--- src/logic/brg_pkg.sv ---
// Constants, register map and carrier types for the back-end reset and gain-load block
package brg_pkg;

  localparam int unsigned DATA_W = 16;
  localparam int unsigned ACC_W = 24;

  // Own registers at word offsets
  localparam logic [7:0] ADDR_IRQ_STATUS = 8'h00;
  localparam logic [7:0] ADDR_IRQ_MASK = 8'h04;
  localparam logic [7:0] ADDR_STATUS = 8'h08;
  localparam logic [7:0] ADDR_GAIN_READ = 8'h0C;
  localparam logic [7:0] ADDR_SNAPSHOT = 8'h10;
  // Control word indices; byte address is four times the index
  localparam int unsigned IDX_COUNTER_RESET = 25;
  localparam int unsigned IDX_GAIN_LOAD = 26;
  localparam int unsigned IDX_CONFIG = 27;
  localparam logic [7:0] ADDR_COUNTER_RESET = 8'(IDX_COUNTER_RESET * 4);
  localparam logic [7:0] ADDR_GAIN_LOAD = 8'(IDX_GAIN_LOAD * 4);
  localparam logic [7:0] ADDR_CONFIG = 8'(IDX_CONFIG * 4);

  localparam logic [1:0] RESP_OKAY = 2'h0;
  localparam logic [1:0] RESP_SLVERR = 2'h2;

  localparam int unsigned IRQ_W = 3;
  localparam int unsigned IRQ_CRST = 0;
  localparam int unsigned IRQ_GAIN = 1;
  localparam int unsigned IRQ_OVF = 2;
  localparam logic [2:0] IRQ_MASK_RESET = 3'h0;
  localparam logic [31:0] CFG_RESET = 32'h0000_0000;
  localparam int unsigned CFG_GAIN_INHIBIT = 15;

  // Reset pulse widths in cycles
  localparam logic [3:0] BE_RST_CYCLES = 4'hA;
  localparam logic [3:0] FE_RST_CYCLES = 4'h2;

  localparam int unsigned CORDIC_STEPS = 16;
  localparam logic [4:0] CORDIC_LOAD = 5'h10;

  localparam logic [3:0] FIFO_FULL_DEPTH = 4'h8;
  localparam logic [3:0] FIFO_INT_LEVEL = 4'h4;
  localparam logic [2:0] FIFO_RD_RESET = 3'h7;
  localparam logic [2:0] FIFO_WR_RESET = 3'h0;

  localparam logic [7:0] SNAP_INTERVAL = 8'h40;
  localparam logic [2:0] SER_DIV_LOAD = 3'h3;
  localparam logic [4:0] SER_BITS = 5'h10;
  localparam logic [2:0] SER_WORDS = 3'h4;
  localparam logic [1:0] SER_SYNC_LEN = 2'h1;

  // Gain word fields
  localparam int unsigned GAIN_HI = 15;
  localparam int unsigned GAIN_LO = 5;
  localparam int unsigned EXP_HI = 15;
  localparam int unsigned EXP_LO = 12;
  localparam int unsigned MANT_HI = 11;
  localparam int unsigned MANT_LO = 5;
  localparam int unsigned ACC_GAIN_LO = 13;
  localparam logic [1:0] MANT_PREFIX = 2'h1;
  localparam logic signed [15:0] GAIN_ERR_LIMIT = 16'sh0400;

  typedef enum {BRG_CORDIC_IDLE, BRG_CORDIC_RUN} brg_cordic_state_t;

  typedef struct packed {
    logic full;
    logic empty;
    logic [3:0] depth;
  } brg_fifo_stat_t;

  typedef struct packed {
    logic [3:0] exponent;
    logic [8:0] mantissa;
  } brg_gain_t;

endpackage : brg_pkg

--- src/logic/brg_top.sv ---
// Back-end counter reset, output FIFO, snapshot, serial output and gain-load logic
//
// Chosen here: the AXI4-Lite slave port.
`timescale 1ns/100ps
module brg_top (
  input wire logic CLK,
  input wire logic SYS_RST,
  input wire logic [7:0] S_AXI_AWADDR,
  input wire logic S_AXI_AWVALID,
  output logic S_AXI_AWREADY,
  input wire logic [31:0] S_AXI_WDATA,
  input wire logic [3:0] S_AXI_WSTRB,
  input wire logic S_AXI_WVALID,
  output logic S_AXI_WREADY,
  output logic [1:0] S_AXI_BRESP,
  output logic S_AXI_BVALID,
  input wire logic S_AXI_BREADY,
  input wire logic [7:0] S_AXI_ARADDR,
  input wire logic S_AXI_ARVALID,
  output logic S_AXI_ARREADY,
  output logic [31:0] S_AXI_RDATA,
  output logic [1:0] S_AXI_RRESP,
  output logic S_AXI_RVALID,
  input wire logic S_AXI_RREADY,
  output logic IRQ,
  input wire logic SAMPLE_VALID,
  input wire logic [15:0] SAMPLE_DATA,
  output logic SAMPLE_READY,
  input wire logic GAIN_ERR_VALID,
  input wire logic [15:0] GAIN_ERR,
  input wire logic SECOND_SYNC_INPUT,
  input wire logic FIFO_RD,
  output logic [15:0] FIFO_DATA,
  output logic FIFO_READY,
  output logic FIFO_INTERRUPT,
  output logic FIFO_EMPTY,
  output logic FIFO_FULL,
  output logic [3:0] FIFO_DEPTH,
  output logic SER_CLK,
  output logic SER_DATA,
  output logic SER_SYNC,
  output logic [3:0] GAIN_EXP,
  output logic [8:0] GAIN_MANT,
  output logic FRONT_END_RST,
  output logic BACK_END_RST
);

  function automatic logic [2:0] ptr_inc(input logic [2:0] p);
    ptr_inc = p + 3'h1;
  endfunction : ptr_inc

  ////////////////////////////////////////////////////////////////////////////////
  // Register bus
  logic [7:0] aw_addr;
  logic aw_full;
  logic [31:0] w_data;
  logic [3:0] w_strb;
  logic w_full;
  logic [31:0] cfg;
  logic [2:0] irq_mask;
  logic [2:0] irq_status;
  logic [15:0] gain_word;
  logic gain_load_strobe;
  logic [3:0] be_cnt;
  logic [3:0] fe_cnt;
  logic [31:0] next_rdata;
  logic [1:0] next_rresp;

  wire wr_fire = aw_full && w_full && !S_AXI_BVALID;
  wire wr_crst = wr_fire && (aw_addr == brg_pkg::ADDR_COUNTER_RESET);
  wire wr_gain = wr_fire && (aw_addr == brg_pkg::ADDR_GAIN_LOAD);
  wire wr_cfg = wr_fire && (aw_addr == brg_pkg::ADDR_CONFIG);
  wire wr_mask = wr_fire && (aw_addr == brg_pkg::ADDR_IRQ_MASK);
  wire wr_irq = wr_fire && (aw_addr == brg_pkg::ADDR_IRQ_STATUS);
  wire wr_known = wr_crst || wr_gain || wr_cfg || wr_mask || wr_irq;
  wire rd_fire = S_AXI_ARVALID && S_AXI_ARREADY;
  wire rd_snap = rd_fire && (S_AXI_ARADDR == brg_pkg::ADDR_SNAPSHOT);
  wire be_rst = (be_cnt != 4'h0);
  wire gain_inhibit = cfg[brg_pkg::CFG_GAIN_INHIBIT];

  assign S_AXI_AWREADY = !aw_full && !S_AXI_BVALID;
  assign S_AXI_WREADY = !w_full && !S_AXI_BVALID;
  assign S_AXI_ARREADY = !S_AXI_RVALID;
  assign BACK_END_RST = be_rst;
  assign FRONT_END_RST = (fe_cnt != 4'h0);

  always_ff @(posedge CLK) begin
    if (SYS_RST) begin
      aw_full <= 1'b0;
      w_full <= 1'b0;
      aw_addr <= 8'h00;
      w_data <= 32'h0000_0000;
      w_strb <= 4'h0;
      S_AXI_BVALID <= 1'b0;
      S_AXI_BRESP <= brg_pkg::RESP_OKAY;
    end else begin
      if (S_AXI_AWVALID && S_AXI_AWREADY) begin
        aw_addr <= S_AXI_AWADDR;
        aw_full <= 1'b1;
      end
      if (S_AXI_WVALID && S_AXI_WREADY) begin
        w_data <= S_AXI_WDATA;
        w_strb <= S_AXI_WSTRB;
        w_full <= 1'b1;
      end
      if (wr_fire) begin
        aw_full <= 1'b0;
        w_full <= 1'b0;
        S_AXI_BVALID <= 1'b1;
        S_AXI_BRESP <= wr_known ? brg_pkg::RESP_OKAY : brg_pkg::RESP_SLVERR;
      end else if (S_AXI_BREADY) begin
        S_AXI_BVALID <= 1'b0;
      end
    end
  end

  // Data is ignored; any write reloads both pulse widths
  always_ff @(posedge CLK) begin
    if (SYS_RST) begin
      be_cnt <= 4'h0;
      fe_cnt <= 4'h0;
    end else if (wr_crst) begin
      be_cnt <= brg_pkg::BE_RST_CYCLES;
      fe_cnt <= brg_pkg::FE_RST_CYCLES;
    end else begin
      be_cnt <= be_rst ? be_cnt - 4'h1 : 4'h0;
      fe_cnt <= (fe_cnt != 4'h0) ? fe_cnt - 4'h1 : 4'h0;
    end
  end

  // Strobe is registered so the loop sees exactly one load cycle per write
  always_ff @(posedge CLK) begin
    if (SYS_RST) begin
      gain_word <= 16'h0000;
      gain_load_strobe <= 1'b0;
      cfg <= brg_pkg::CFG_RESET;
      irq_mask <= brg_pkg::IRQ_MASK_RESET;
    end else begin
      gain_load_strobe <= wr_gain;
      if (wr_gain) begin
        gain_word <= w_data[15:0];
      end
      if (wr_cfg) begin
        for (int b = 0; b < 4; b++) begin
          if (w_strb[b]) begin
            cfg[b*8 +: 8] <= w_data[b*8 +: 8];
          end
        end
      end
      if (wr_mask && w_strb[0]) begin
        irq_mask <= w_data[2:0];
      end
    end
  end

  ////////////////////////////////////////////////////////////////////////////////
  // Interrupts: set wins over a write-one-to-clear in the same cycle
  logic fifo_overflow;
  wire [2:0] irq_set = {fifo_overflow, gain_load_strobe, wr_crst};
  wire [2:0] irq_clr = (wr_irq && w_strb[0]) ? w_data[2:0] : 3'h0;

  always_ff @(posedge CLK) begin
    if (SYS_RST) begin
      irq_status <= 3'h0;
    end else begin
      irq_status <= (irq_status & ~irq_clr) | irq_set;
    end
  end

  assign IRQ = |(irq_status & irq_mask);

  ////////////////////////////////////////////////////////////////////////////////
  // Second sync pin: three stages, accepted once stages two and three agree
  logic [2:0] sync_pipe;
  logic sync_lvl;
  wire sync_stable = (sync_pipe[1] == sync_pipe[2]);
  wire sync_rise = sync_stable && sync_pipe[1] && !sync_lvl;

  always_ff @(posedge CLK) begin
    if (SYS_RST) begin
      sync_pipe <= 3'h0;
      sync_lvl <= 1'b0;
    end else begin
      sync_pipe <= {sync_pipe[1:0], SECOND_SYNC_INPUT};
      if (sync_stable) begin
        sync_lvl <= sync_pipe[1];
      end
    end
  end

  ////////////////////////////////////////////////////////////////////////////////
  // Gain loop accumulator
  logic [23:0] acc;
  logic [23:0] next_acc;
  wire signed [15:0] err = GAIN_ERR;
  wire signed [15:0] err_lim = (err > brg_pkg::GAIN_ERR_LIMIT) ? brg_pkg::GAIN_ERR_LIMIT :
                               (err < -brg_pkg::GAIN_ERR_LIMIT) ? -brg_pkg::GAIN_ERR_LIMIT : err;
  wire [23:0] err_ext = {{8{err_lim[15]}}, err_lim};
  wire acc_clear = !gain_inhibit && (be_rst || sync_rise);
  wire [23:0] acc_load = {gain_word[brg_pkg::GAIN_HI:brg_pkg::GAIN_LO], 13'h0000};

  // Load takes priority over a clear landing in the same cycle
  always_comb begin
    next_acc = acc;
    if (gain_load_strobe) begin
      next_acc = acc_load;
    end else if (acc_clear) begin
      next_acc = 24'h00_0000;
    end else if (GAIN_ERR_VALID) begin
      next_acc = acc + err_ext;
    end
  end

  always_ff @(posedge CLK) begin
    if (SYS_RST) begin
      acc <= 24'h00_0000;
    end else begin
      acc <= next_acc;
    end
  end

  brg_pkg::brg_gain_t gain;
  // One driver for the whole struct; fields are the exponent and the prefixed mantissa
  assign gain = '{exponent: acc[23:20], mantissa: {brg_pkg::MANT_PREFIX, acc[19:13]}};
  assign GAIN_EXP = gain.exponent;
  assign GAIN_MANT = gain.mantissa;

  ////////////////////////////////////////////////////////////////////////////////
  // Polar conversion sequencer
  brg_pkg::brg_cordic_state_t cstate;
  logic [4:0] cstep;
  logic [15:0] csample;
  wire cordic_done = (cstate == brg_pkg::BRG_CORDIC_RUN) && (cstep == 5'h01);
  wire [15:0] cordic_result = csample[15] ? 16'h0000 - csample : csample;

  assign SAMPLE_READY = (cstate == brg_pkg::BRG_CORDIC_IDLE) && !be_rst;

  always_ff @(posedge CLK) begin
    if (SYS_RST || be_rst) begin
      cstate <= brg_pkg::BRG_CORDIC_IDLE;
      cstep <= 5'h00;
      csample <= 16'h0000;
    end else begin
      case (cstate)
        brg_pkg::BRG_CORDIC_IDLE: begin
          if (SAMPLE_VALID) begin
            csample <= SAMPLE_DATA;
            cstep <= brg_pkg::CORDIC_LOAD;
            cstate <= brg_pkg::BRG_CORDIC_RUN;
          end
        end
        brg_pkg::BRG_CORDIC_RUN: begin
          cstep <= cstep - 5'h01;
          if (cordic_done) begin
            cstate <= brg_pkg::BRG_CORDIC_IDLE;
          end
        end
        default: cstate <= brg_pkg::BRG_CORDIC_IDLE;
      endcase
    end
  end

  ////////////////////////////////////////////////////////////////////////////////
  // Output FIFO; read pointer names the last word read
  logic [15:0] fifo_mem [8];
  logic [2:0] rd_ptr;
  logic [2:0] wr_ptr;
  brg_pkg::brg_fifo_stat_t fstat;
  wire push = cordic_done && !fstat.full;
  wire pop = FIFO_RD && !fstat.empty;
  wire [3:0] next_depth = fstat.depth + {3'h0, push} - {3'h0, pop};

  assign fifo_overflow = cordic_done && fstat.full;
  assign FIFO_EMPTY = fstat.empty;
  assign FIFO_FULL = fstat.full;
  assign FIFO_DEPTH = fstat.depth;
  assign FIFO_READY = !fstat.empty;
  assign FIFO_INTERRUPT = (fstat.depth >= brg_pkg::FIFO_INT_LEVEL);

  always_ff @(posedge CLK) begin
    if (SYS_RST || be_rst) begin
      rd_ptr <= brg_pkg::FIFO_RD_RESET;
      wr_ptr <= brg_pkg::FIFO_WR_RESET;
      fstat <= '{full: 1'b0, empty: 1'b1, depth: 4'h0};
      FIFO_DATA <= 16'h0000;
    end else begin
      if (push) begin
        fifo_mem[wr_ptr] <= cordic_result;
        wr_ptr <= ptr_inc(wr_ptr);
      end
      if (pop) begin
        FIFO_DATA <= fifo_mem[ptr_inc(rd_ptr)];
        rd_ptr <= ptr_inc(rd_ptr);
      end
      fstat.depth <= next_depth;
      fstat.empty <= (next_depth == 4'h0);
      fstat.full <= (next_depth == brg_pkg::FIFO_FULL_DEPTH);
    end
  end

  ////////////////////////////////////////////////////////////////////////////////
  // Snapshot capture, read back through its own register
  logic [15:0] snap_mem [8];
  logic [2:0] snap_wr;
  logic [2:0] snap_rd;
  logic [2:0] snap_group;
  logic [7:0] snap_interval;
  wire snap_take = (snap_interval == 8'h00);

  always_ff @(posedge CLK) begin
    if (SYS_RST || be_rst) begin
      snap_group <= 3'h0;
      snap_interval <= brg_pkg::SNAP_INTERVAL;
      snap_wr <= 3'h0;
      snap_rd <= 3'h0;
    end else begin
      snap_interval <= snap_take ? brg_pkg::SNAP_INTERVAL : snap_interval - 8'h01;
      if (snap_take) begin
        snap_mem[snap_wr] <= cordic_result;
        snap_wr <= ptr_inc(snap_wr);
        snap_group <= snap_group + 3'h1;
      end
      if (rd_snap && (snap_rd != snap_wr)) begin
        snap_rd <= ptr_inc(snap_rd);
      end
    end
  end

  ////////////////////////////////////////////////////////////////////////////////
  // Serial output; a word finishing while busy is only kept in the FIFO
  logic [2:0] ser_div;
  logic [4:0] ser_bits;
  logic [2:0] ser_words;
  logic [1:0] ser_sync_cnt;
  logic [15:0] ser_shift;
  logic ser_busy;
  wire ser_tick = (ser_div == 3'h0);

  always_ff @(posedge CLK) begin
    if (SYS_RST || be_rst) begin
      ser_div <= brg_pkg::SER_DIV_LOAD;
      ser_bits <= brg_pkg::SER_BITS;
      ser_words <= brg_pkg::SER_WORDS;
      ser_sync_cnt <= 2'h0;
      ser_shift <= 16'h0000;
      ser_busy <= 1'b0;
      SER_CLK <= 1'b0;
      SER_DATA <= 1'b0;
      SER_SYNC <= 1'b0;
    end else begin
      ser_div <= ser_tick ? brg_pkg::SER_DIV_LOAD : ser_div - 3'h1;
      SER_CLK <= ser_busy && (ser_div < 3'h2);
      if (!ser_busy && cordic_done) begin
        ser_shift <= cordic_result;
        ser_busy <= 1'b1;
        ser_bits <= brg_pkg::SER_BITS;
        ser_sync_cnt <= (ser_words == brg_pkg::SER_WORDS) ? brg_pkg::SER_SYNC_LEN : 2'h0;
      end else if (ser_busy && ser_tick) begin
        SER_DATA <= ser_shift[15];
        SER_SYNC <= (ser_sync_cnt != 2'h0);
        ser_sync_cnt <= (ser_sync_cnt != 2'h0) ? ser_sync_cnt - 2'h1 : 2'h0;
        ser_shift <= {ser_shift[14:0], 1'b0};
        ser_bits <= ser_bits - 5'h01;
        if (ser_bits == 5'h01) begin
          ser_busy <= 1'b0;
          ser_words <= (ser_words == 3'h1) ? brg_pkg::SER_WORDS : ser_words - 3'h1;
        end
      end
    end
  end

  ////////////////////////////////////////////////////////////////////////////////
  // Read data
  always_comb begin
    next_rdata = 32'h0000_0000;
    next_rresp = brg_pkg::RESP_OKAY;
    if (S_AXI_ARADDR == brg_pkg::ADDR_IRQ_STATUS) begin
      next_rdata = {29'h0000_0000, irq_status};
    end else if (S_AXI_ARADDR == brg_pkg::ADDR_IRQ_MASK) begin
      next_rdata = {29'h0000_0000, irq_mask};
    end else if (S_AXI_ARADDR == brg_pkg::ADDR_STATUS) begin
      next_rdata = {20'h0_0000, snap_group, (cstate == brg_pkg::BRG_CORDIC_RUN), be_rst, 1'b0,
                    fstat};
    end else if (S_AXI_ARADDR == brg_pkg::ADDR_GAIN_READ) begin
      next_rdata = {8'h00, acc};
    end else if (S_AXI_ARADDR == brg_pkg::ADDR_SNAPSHOT) begin
      next_rdata = {16'h0000, snap_mem[snap_rd]};
    end else if (S_AXI_ARADDR == brg_pkg::ADDR_CONFIG) begin
      next_rdata = cfg;
    end else begin
      next_rresp = brg_pkg::RESP_SLVERR;
    end
  end

  always_ff @(posedge CLK) begin
    if (SYS_RST) begin
      S_AXI_RVALID <= 1'b0;
      S_AXI_RDATA <= 32'h0000_0000;
      S_AXI_RRESP <= brg_pkg::RESP_OKAY;
    end else if (rd_fire) begin
      S_AXI_RVALID <= 1'b1;
      S_AXI_RDATA <= next_rdata;
      S_AXI_RRESP <= next_rresp;
    end else if (S_AXI_RREADY) begin
      S_AXI_RVALID <= 1'b0;
    end
  end
endmodule : brg_top

--- config.mk ---
export PLATFORM = sky130hd
export DESIGN_NAME = brg_top
export DESIGN_NICKNAME = d
export VERILOG_FILES = /design/src/logic/brg_pkg.sv /design/src/logic/brg_top.sv
export SDC_FILE = /design/constraint.sdc
export NUM_CORES = 1
export LEC_CHECK = 0
export ABC_AREA = 1
export BUFFER_PORTS_ARGS = -buffer_cell sky130_fd_sc_hd__clkbuf_2
export CORE_MARGIN = 2
export CORE_UTILIZATION = 65
export CTS_CLUSTER_DIAMETER = 100
export DETAILED_ROUTE_END_ITERATION = 12
export HOLD_SLACK_MARGIN = 0.05
export PLACE_DENSITY_LB_ADDON = 0.3
export SETUP_SLACK_MARGIN = 0.3
export SYNTH_ARGS = -nofsm -noshare
export SYNTH_HDL_FRONTEND = slang
export SYNTH_SLANG_ARGS = --single-unit
export TNS_END_PERCENT = 5
--- constraint.sdc ---
create_clock -name CLK -period 7.9 [get_ports CLK]
set_input_delay 1.185 -clock CLK [delete_from_list [all_inputs] [get_ports CLK]]
set_output_delay 1.185 -clock CLK [all_outputs]
set_load 0.005 [all_outputs]
==> impl_metrics.yaml, run 1 <==
floorplan:
  rows: 69
  coreArea_um2: 35500
  die_x_um: 193
  dieHeight_um: 193
  die-area_um2: 37400
  io_pins: 180
  start_util_pct: 65.8
setup_path:
  path_delay_family: "simple AND/OR/NAND/NOR gates"
  start_kind: "primary input"
  worstPathMaxFanout: 54
  reg2reg_to: "snap_mem[0][3]"
  r2r_start: "be_cnt[0]"
  worstPathCellList: "clkbuf_2 -> buf_4 -> nor2_4 -> inv_2 -> nor2_4 -> nand2_1 -> nor3_2"
  rrSetupSlack_ns: 3.67
  crit_top_cell: "nor2_4"
  crit_arrival_ns: 4.44
  cp.depth: 7
  worstRegToRegCells: 9
  crit_path_top_delay_cell: "nor3_2"
  path_class: "in2reg"
  worst-path-buf-inv: 3
  max_stage_delay_ns: 1.00
  required_ns: 8.09
  worst_setup_path_end_kind: "register"
timing:
  finalSetupTns_ns: 0
  tightest_slew_ns: 1.28
  timing.final.crit_period_ns: 4.25
  fmax_ghz: 0.235
  relSlewSlack_pct: 14.2
  hold_viol: 0
  fin_skew_ns: 0.0218
  period_share_pct: 53.8
  setup_viol: 0
  drv_slew: 0
  rsz0062_at_grt: "false"
yosys:
  synth_edf_count: 256
  synth_compound_area_share_pct: 11.4
  yosysUniqueCellTypes: 51
  netlist_area_um2: 23300
  synth-async-reset-ratio_pct: 0
  syn_area_per_cell_um2: 8.62
  synth_top_family_by_area: "simple AND/OR/NAND/NOR gates"
  ys.flop_type: "dfxtp_1"
  synth_top_area_cell: "edfxtp_1"
  synth-seq-cells: 527
  synthMuxAreaShare_pct: 0
  synth_adder_area_share_pct: 2.64
  synthCells: 2706
  synth_top_area_share_pct: 32.9
  yosys.area_share.simple_pct: 21.9
  ys_seq_area_share_pct: 56.2
  netlist_top_cells_area: "edfxtp_1 33%, dfxtp_1 23%, nand2_1 9.3%"
  synth_xor_area_share_pct: 1.05
  yosys_warnings: 0
global_route:
  grtUsageTotal_pct: 31.7
  grt_max_degree: 105
  grt_pass1_wl_um: 94800
  antenna_found_initial: 3
  grt_pass1_vias: 18200
  globalRoute.totalOverflow: 0
run_status:
  status: "finished, final reports clean"
cts:
  clock_latency_ns: 0.59
  cts_inserted_buffers: 51
  postCtsSetupBuffers: 0
  hold_buffers: 0
  h-tree-depth: 2
  cts.reportedPaths.clkPinSlew_ns: 0.06
  ctsResizeCount: 0
  cts_buffer_depth: 3
  root_buffer: "clkbuf_16"
  cts.sinks: 527
  cts_tree: "built"
min_path:
  worstHoldPathType: "reg2reg"
  min_path_cells: 2
  min_from: "sync_pipe[0]"
  holdPathEnd: "sync_pipe[1]"
detailed_routing:
  dr.pass1.iters: 6
  wl_per_cell_um: 18.1
  finalWirelength_um: 60300
  vias_per_cell: 5.79
  via_count: 19300
  ant_nets: 0
  drt_first_iter_violations: 1980
  drc: 0
pwr:
  vdd_ir_drop_max_mv: 0.240
  power.leakage_uw: 0.0110
  power_density_nw_per_um2: 299
cells_and_area:
  drive_gt1_share_pct: 12.1
  fillers: 2515
  post-route-cell-area_um2: 26200
  fin_nets: 2974
  area_growth_pct: 12.2
placement:
  place_area_um2: 24500
  gp_congestion: 0.934
  dp_hpwl_um: 40600
  portBuffers: 175
run:
  cap_violations: 0
final cells by class:
type	instances	area, µm²	area share (%)
multi-input cells	1789	8780	33.5
repair buffers	194	1020	3.89
inverters	268	1010	3.84
diodes	1	2.50	0.00956
well taps	461	577	2.20
flip-flops and latches	527	13100	50.1
clock inverters	22	215	0.822
clock buffers	74	1460	5.59
how the worst max path moves through the flow:
stage	from	end	slack, ns
final	SYS_RST	snap_mem[0][3]	3.65
after global routing	be_cnt[0]	snap_mem[0][3]	3.40
after CTS	SYS_RST	snap_mem[4][5]	3.70
after detailed placement	SYS_RST	snap_mem[4][5]	3.09
after global placement	SYS_RST	snap_mem[5][5]	3.22
after floorplan	GAIN_ERR[14]	acc[10]	4.17
synth_stat cells (20+ instances only):
master,number
nand2_1,581
nand3_1,192
buf_2,20
o21ai_0,225
edfxtp_1,256
inv_1,253
nor3_1,34
a21oi_1,203
nor2_1,331
dfxtp_1,271
ha_1,46
o22ai_1,41
clkbuf_1,73
flip-flops by register name, indices dropped and copies added (netlist names), 4 cells and up, named ones only:
name and flops:
fifo_mem 128, snap_mem 128, S_AXI_RDATA 32, cfg 32, w_data 32, acc 24
FIFO_DATA 16, csample 16, ser_shift 16, gain_word 11, aw_addr 8, snap_interval 8
cstep 5, ser_bits 5, FIFO_DEPTH 4, be_cnt 4, fe_cnt 4, w_strb 4
where the power goes:
part | total, µW | internal, µW | leakage, µW | switching, µW
sequential | 3410 | 3210 | 0.00457 | 197
combinational | 2000 | 584 | 0.00556 | 1420
clock | 2420 | 1390 | 0.000825 | 1030
total | 7830 | 5180 | 0.0110 | 2640
metal layers:
metal | GRT usage, % | share of wire (%) | vias to the layer above
met3 | 5.16 | 9.4 | 162
met2 | 51.1 | 46 | 921
met4 | 12.6 | 4.0 | 4
met1 | 43.2 | 40 | 8979
met5 | 0 | 0.036 | -
li1 | - | - | 9240
kinds of logic (layout without fill, tap and decap cells):
group                      after synthesis  after routing
DFF                                    527            527
and+or+nand+nor                       1206           1206
other                                    2              5
adders and majority gates               48             48
xor gates and xnor gates                28             28
AOI/OAI and AO/OA                      503            503
buffers and inverters                  392            558
stage by stage:
step	power [µW]	util (%)	hold WS, ns	setup slack (ns)	std cells
global route	8190	73.8	0.435	3.40	3336
floorplan	4720	-	0.366	4.17	2708
detailed placement	5400	69.0	0.404	3.09	3239
global placement	5310	69.0	0.377	3.22	3239
CTS	7800	73.8	0.409	3.70	3335
finish	7830	73.8	0.402	3.65	3336
layout by cell type (no fill, tap or decap), types with 5 or more instances in the layout:
master	n
nor3_2	17
nor2_4	7
clkbuf_2	175
ha_1	46
nand3_1	192
a31oi_1	6
nor2_2	6
nand4_1	15
nor3_1	18
xnor2_1	8
o21ai_0	225
a211oi_1	6
nor4_1	5
inv_2	13
or2_2	7
clkbuf_1	14
clkinv_2	8
clkbuf_8	8
o211ai_1	9
buf_4	19
nand2_2	6
nand2_1	581
o22ai_1	41
clkbuf_16	52
dfxtp_1	269
a21oi_1	203
edfxtp_1	256
nor2_1	331
clkinv_1	7
inv_1	252
xor2_1	13
xor2_2	5
worst register-to-register path, delay by kind of cell, from the launching register on:
kind                   cells  cell delay (ns)
AND/OR/NAND/NOR            6             2.69
buffers and inverters      3             0.82
flip-flops                 1             0.33
Note: power is estimated with default switching activity, not from simulation.
==> run 2, diff against run 1 <==
--- a/config.mk
+++ b/config.mk
@@ -8,7 +8,7 @@
 export ABC_AREA = 1
 export BUFFER_PORTS_ARGS = -buffer_cell sky130_fd_sc_hd__clkbuf_2
 export CORE_MARGIN = 2
-export CORE_UTILIZATION = 65
+export CORE_UTILIZATION = 54
 export CTS_CLUSTER_DIAMETER = 100
 export DETAILED_ROUTE_END_ITERATION = 12
 export HOLD_SLACK_MARGIN = 0.05
==> constraint.sdc (replaced) <==
create_clock -name CLK -period 3.45 [get_ports CLK]
set_input_delay 0.5175 -clock CLK [delete_from_list [all_inputs] [get_ports CLK]]
set_output_delay 0.5175 -clock CLK [all_outputs]
set_load 0.005 [all_outputs]
==> impl_metrics.yaml, run 2 (synthesis gave the netlist of run 1 again) <==
run_status:
  status: "finished, final reports clean"
cells_and_area:
  top_regs: "fifo_mem: 128 flops, snap_mem: 128 flops"
  final_cell_mix: "581 x nand2_1, 331 x nor2_1, 269 x dfxtp_1"
  layout_commonest_cell: "nand2_1"
  drive_gt1_share_pct: 13.0
  fin_nets: 3009
  area_growth_pct: 13.6
floorplan:
  start_util_pct: 54.4
  coreArea_um2: 42900
  rows: 76
  io_pins: 180
  die_x_um: 212
  dieHeight_um: 212
  die-area_um2: 44900
setup_path:
  start_kind: "register"
  worst_setup_path_end_kind: "register"
  crit_arrival_ns: 3.34
  required_ns: 3.93
  worstPathMaxFanout: 5
  path_class: "reg2reg"
detailed_routing:
  ant_nets: 0
  wl_per_cell_um: 17.6
  vias_per_cell: 5.52
  dr_wl_met3_um: 3970
  wl_met1_um: 25500
  routed.top_layer: "met4"
  drt_first_iter_violations: 1659
  finalWirelength_um: 61400
  drc: 0
  via_count: 19300
  wl_met2_um: 29900
  dr.pass1.iters: 6
timing:
  setup_viol: 0
  tightest_slew_ns: 1.14
  relSlewSlack_pct: 23.7
  rsz0062_at_grt: "false"
  timing.final.crit_period_ns: 2.86
  finalSetupTns_ns: 0
  fin_skew_ns: 0.0289
  period_share_pct: 83.0
  fmax_ghz: 0.349
  drv_slew: 0
  hold_viol: 0
global_route:
  globalRoute.totalOverflow: 0
  grt_pass1_vias: 17900
  grtUsageTotal_pct: 27.1
  grt_max_degree: 68
  antenna_found_initial: 0
  grt_pass1_wl_um: 95000
cts:
  hold_buffers: 0
  cts_buffer_depth: 3
  cts_tree: "built"
  cts.reportedPaths.clkPinSlew_ns: 0.06
  cts.sinks: 527
  postCtsSetupBuffers: 0
  ctsResizeCount: 0
  root_buffer: "clkbuf_16"
  clock_latency_ns: 0.61
  h-tree-depth: 2
  cts_inserted_buffers: 53
placement:
  portBuffers: 175
  gp_congestion: 0.971
  dp_hpwl_um: 41800
pwr:
  power_density_nw_per_um2: 675
  vdd_ir_drop_max_mv: 0.542
  power_uw: 17900
  power.leakage_uw: 0.0111
min_path:
  worstHoldPathType: "in2reg"
run:
  cap_violations: 0
## run 2: changes by cell type in the layout (fill, tap and decap cells not counted), sizes merged
cell / delta
buf: +33
clkinv: +2
bufinv: -1
clkbuf: -1
clkinvlp: +1
inv: +1
## run 2: final cells by class
type                    instances  area [µm²]
diodes                          1        2.50
clock buffers                  73        1470
clock inverters                25         196
fillers                      3578       16400
inverters                     268        1010
multi-input cells            1789        8730
flip-flops and latches        527       13100
well taps                     585         732
repair buffers                227        1270
## run 2: path summary, 6_finish.rpt
path                            cells after the start              start  slack [ns]           end
worst min register to register                      1         ser_div[0]        0.39    ser_div[0]
worst min-delay path                                3  SECOND_SYNC_INPUT        0.13  sync_pipe[0]
worst max-delay path                               15          cstate[0]        0.59    FIFO_EMPTY
worst max register to register                     15          cstate[0]        0.59    FIFO_EMPTY
## run 2: where the power goes
group / total [µW] / internal (µW) / switching [µW] / leakage [µW]
Clock: 5560 / 3140 / 2420 / 0.000824
Sequential: 7750 / 7340 / 415 / 0.00457
Combinational: 4600 / 1420 / 3180 / 0.00570
Total: 17900 / 11900 / 6010 / 0.0111
## run 2: metal layers
metal  vias up  track usage (%)
li1       9317                -
met1      9140             35.4
met2       698             46.3
met3       127             3.19
met4         0             10.4
met5         -                0
## run 2: stage by stage
stage | worst slack [ns] | area, µm² | cells | utilization (%) | hold WS, ns
after CTS | 0.610 | 26500 | 3494 | 61.8 | 0.109
final | 0.586 | 26500 | 3495 | 61.8 | 0.135
after global routing | 0.360 | 26500 | 3494 | 61.8 | 0.134
after floorplan | 0.391 | 23300 | 2708 | - | 0.366
after detailed placement | 0.259 | 24800 | 3396 | 57.9 | 0.377
after global placement | 0.340 | 24800 | 3396 | 57.9 | 0.375
## run 2: worst max-delay path: stages (launching register included)
cell and delay (ns):
dfxtp_1 0.38, inv_2 0.13, nor2_1 0.11, nand2_1 0.07
nor2_2 0.15, inv_1 0.08, nor2_2 0.18, inv_1 0.13
ha_1 0.29, inv_1 0.04, ha_1 0.21, fa_1 0.39
xor2_1 0.28, nor3_1 0.07, o21ai_0 0.16, inv_1 0.08
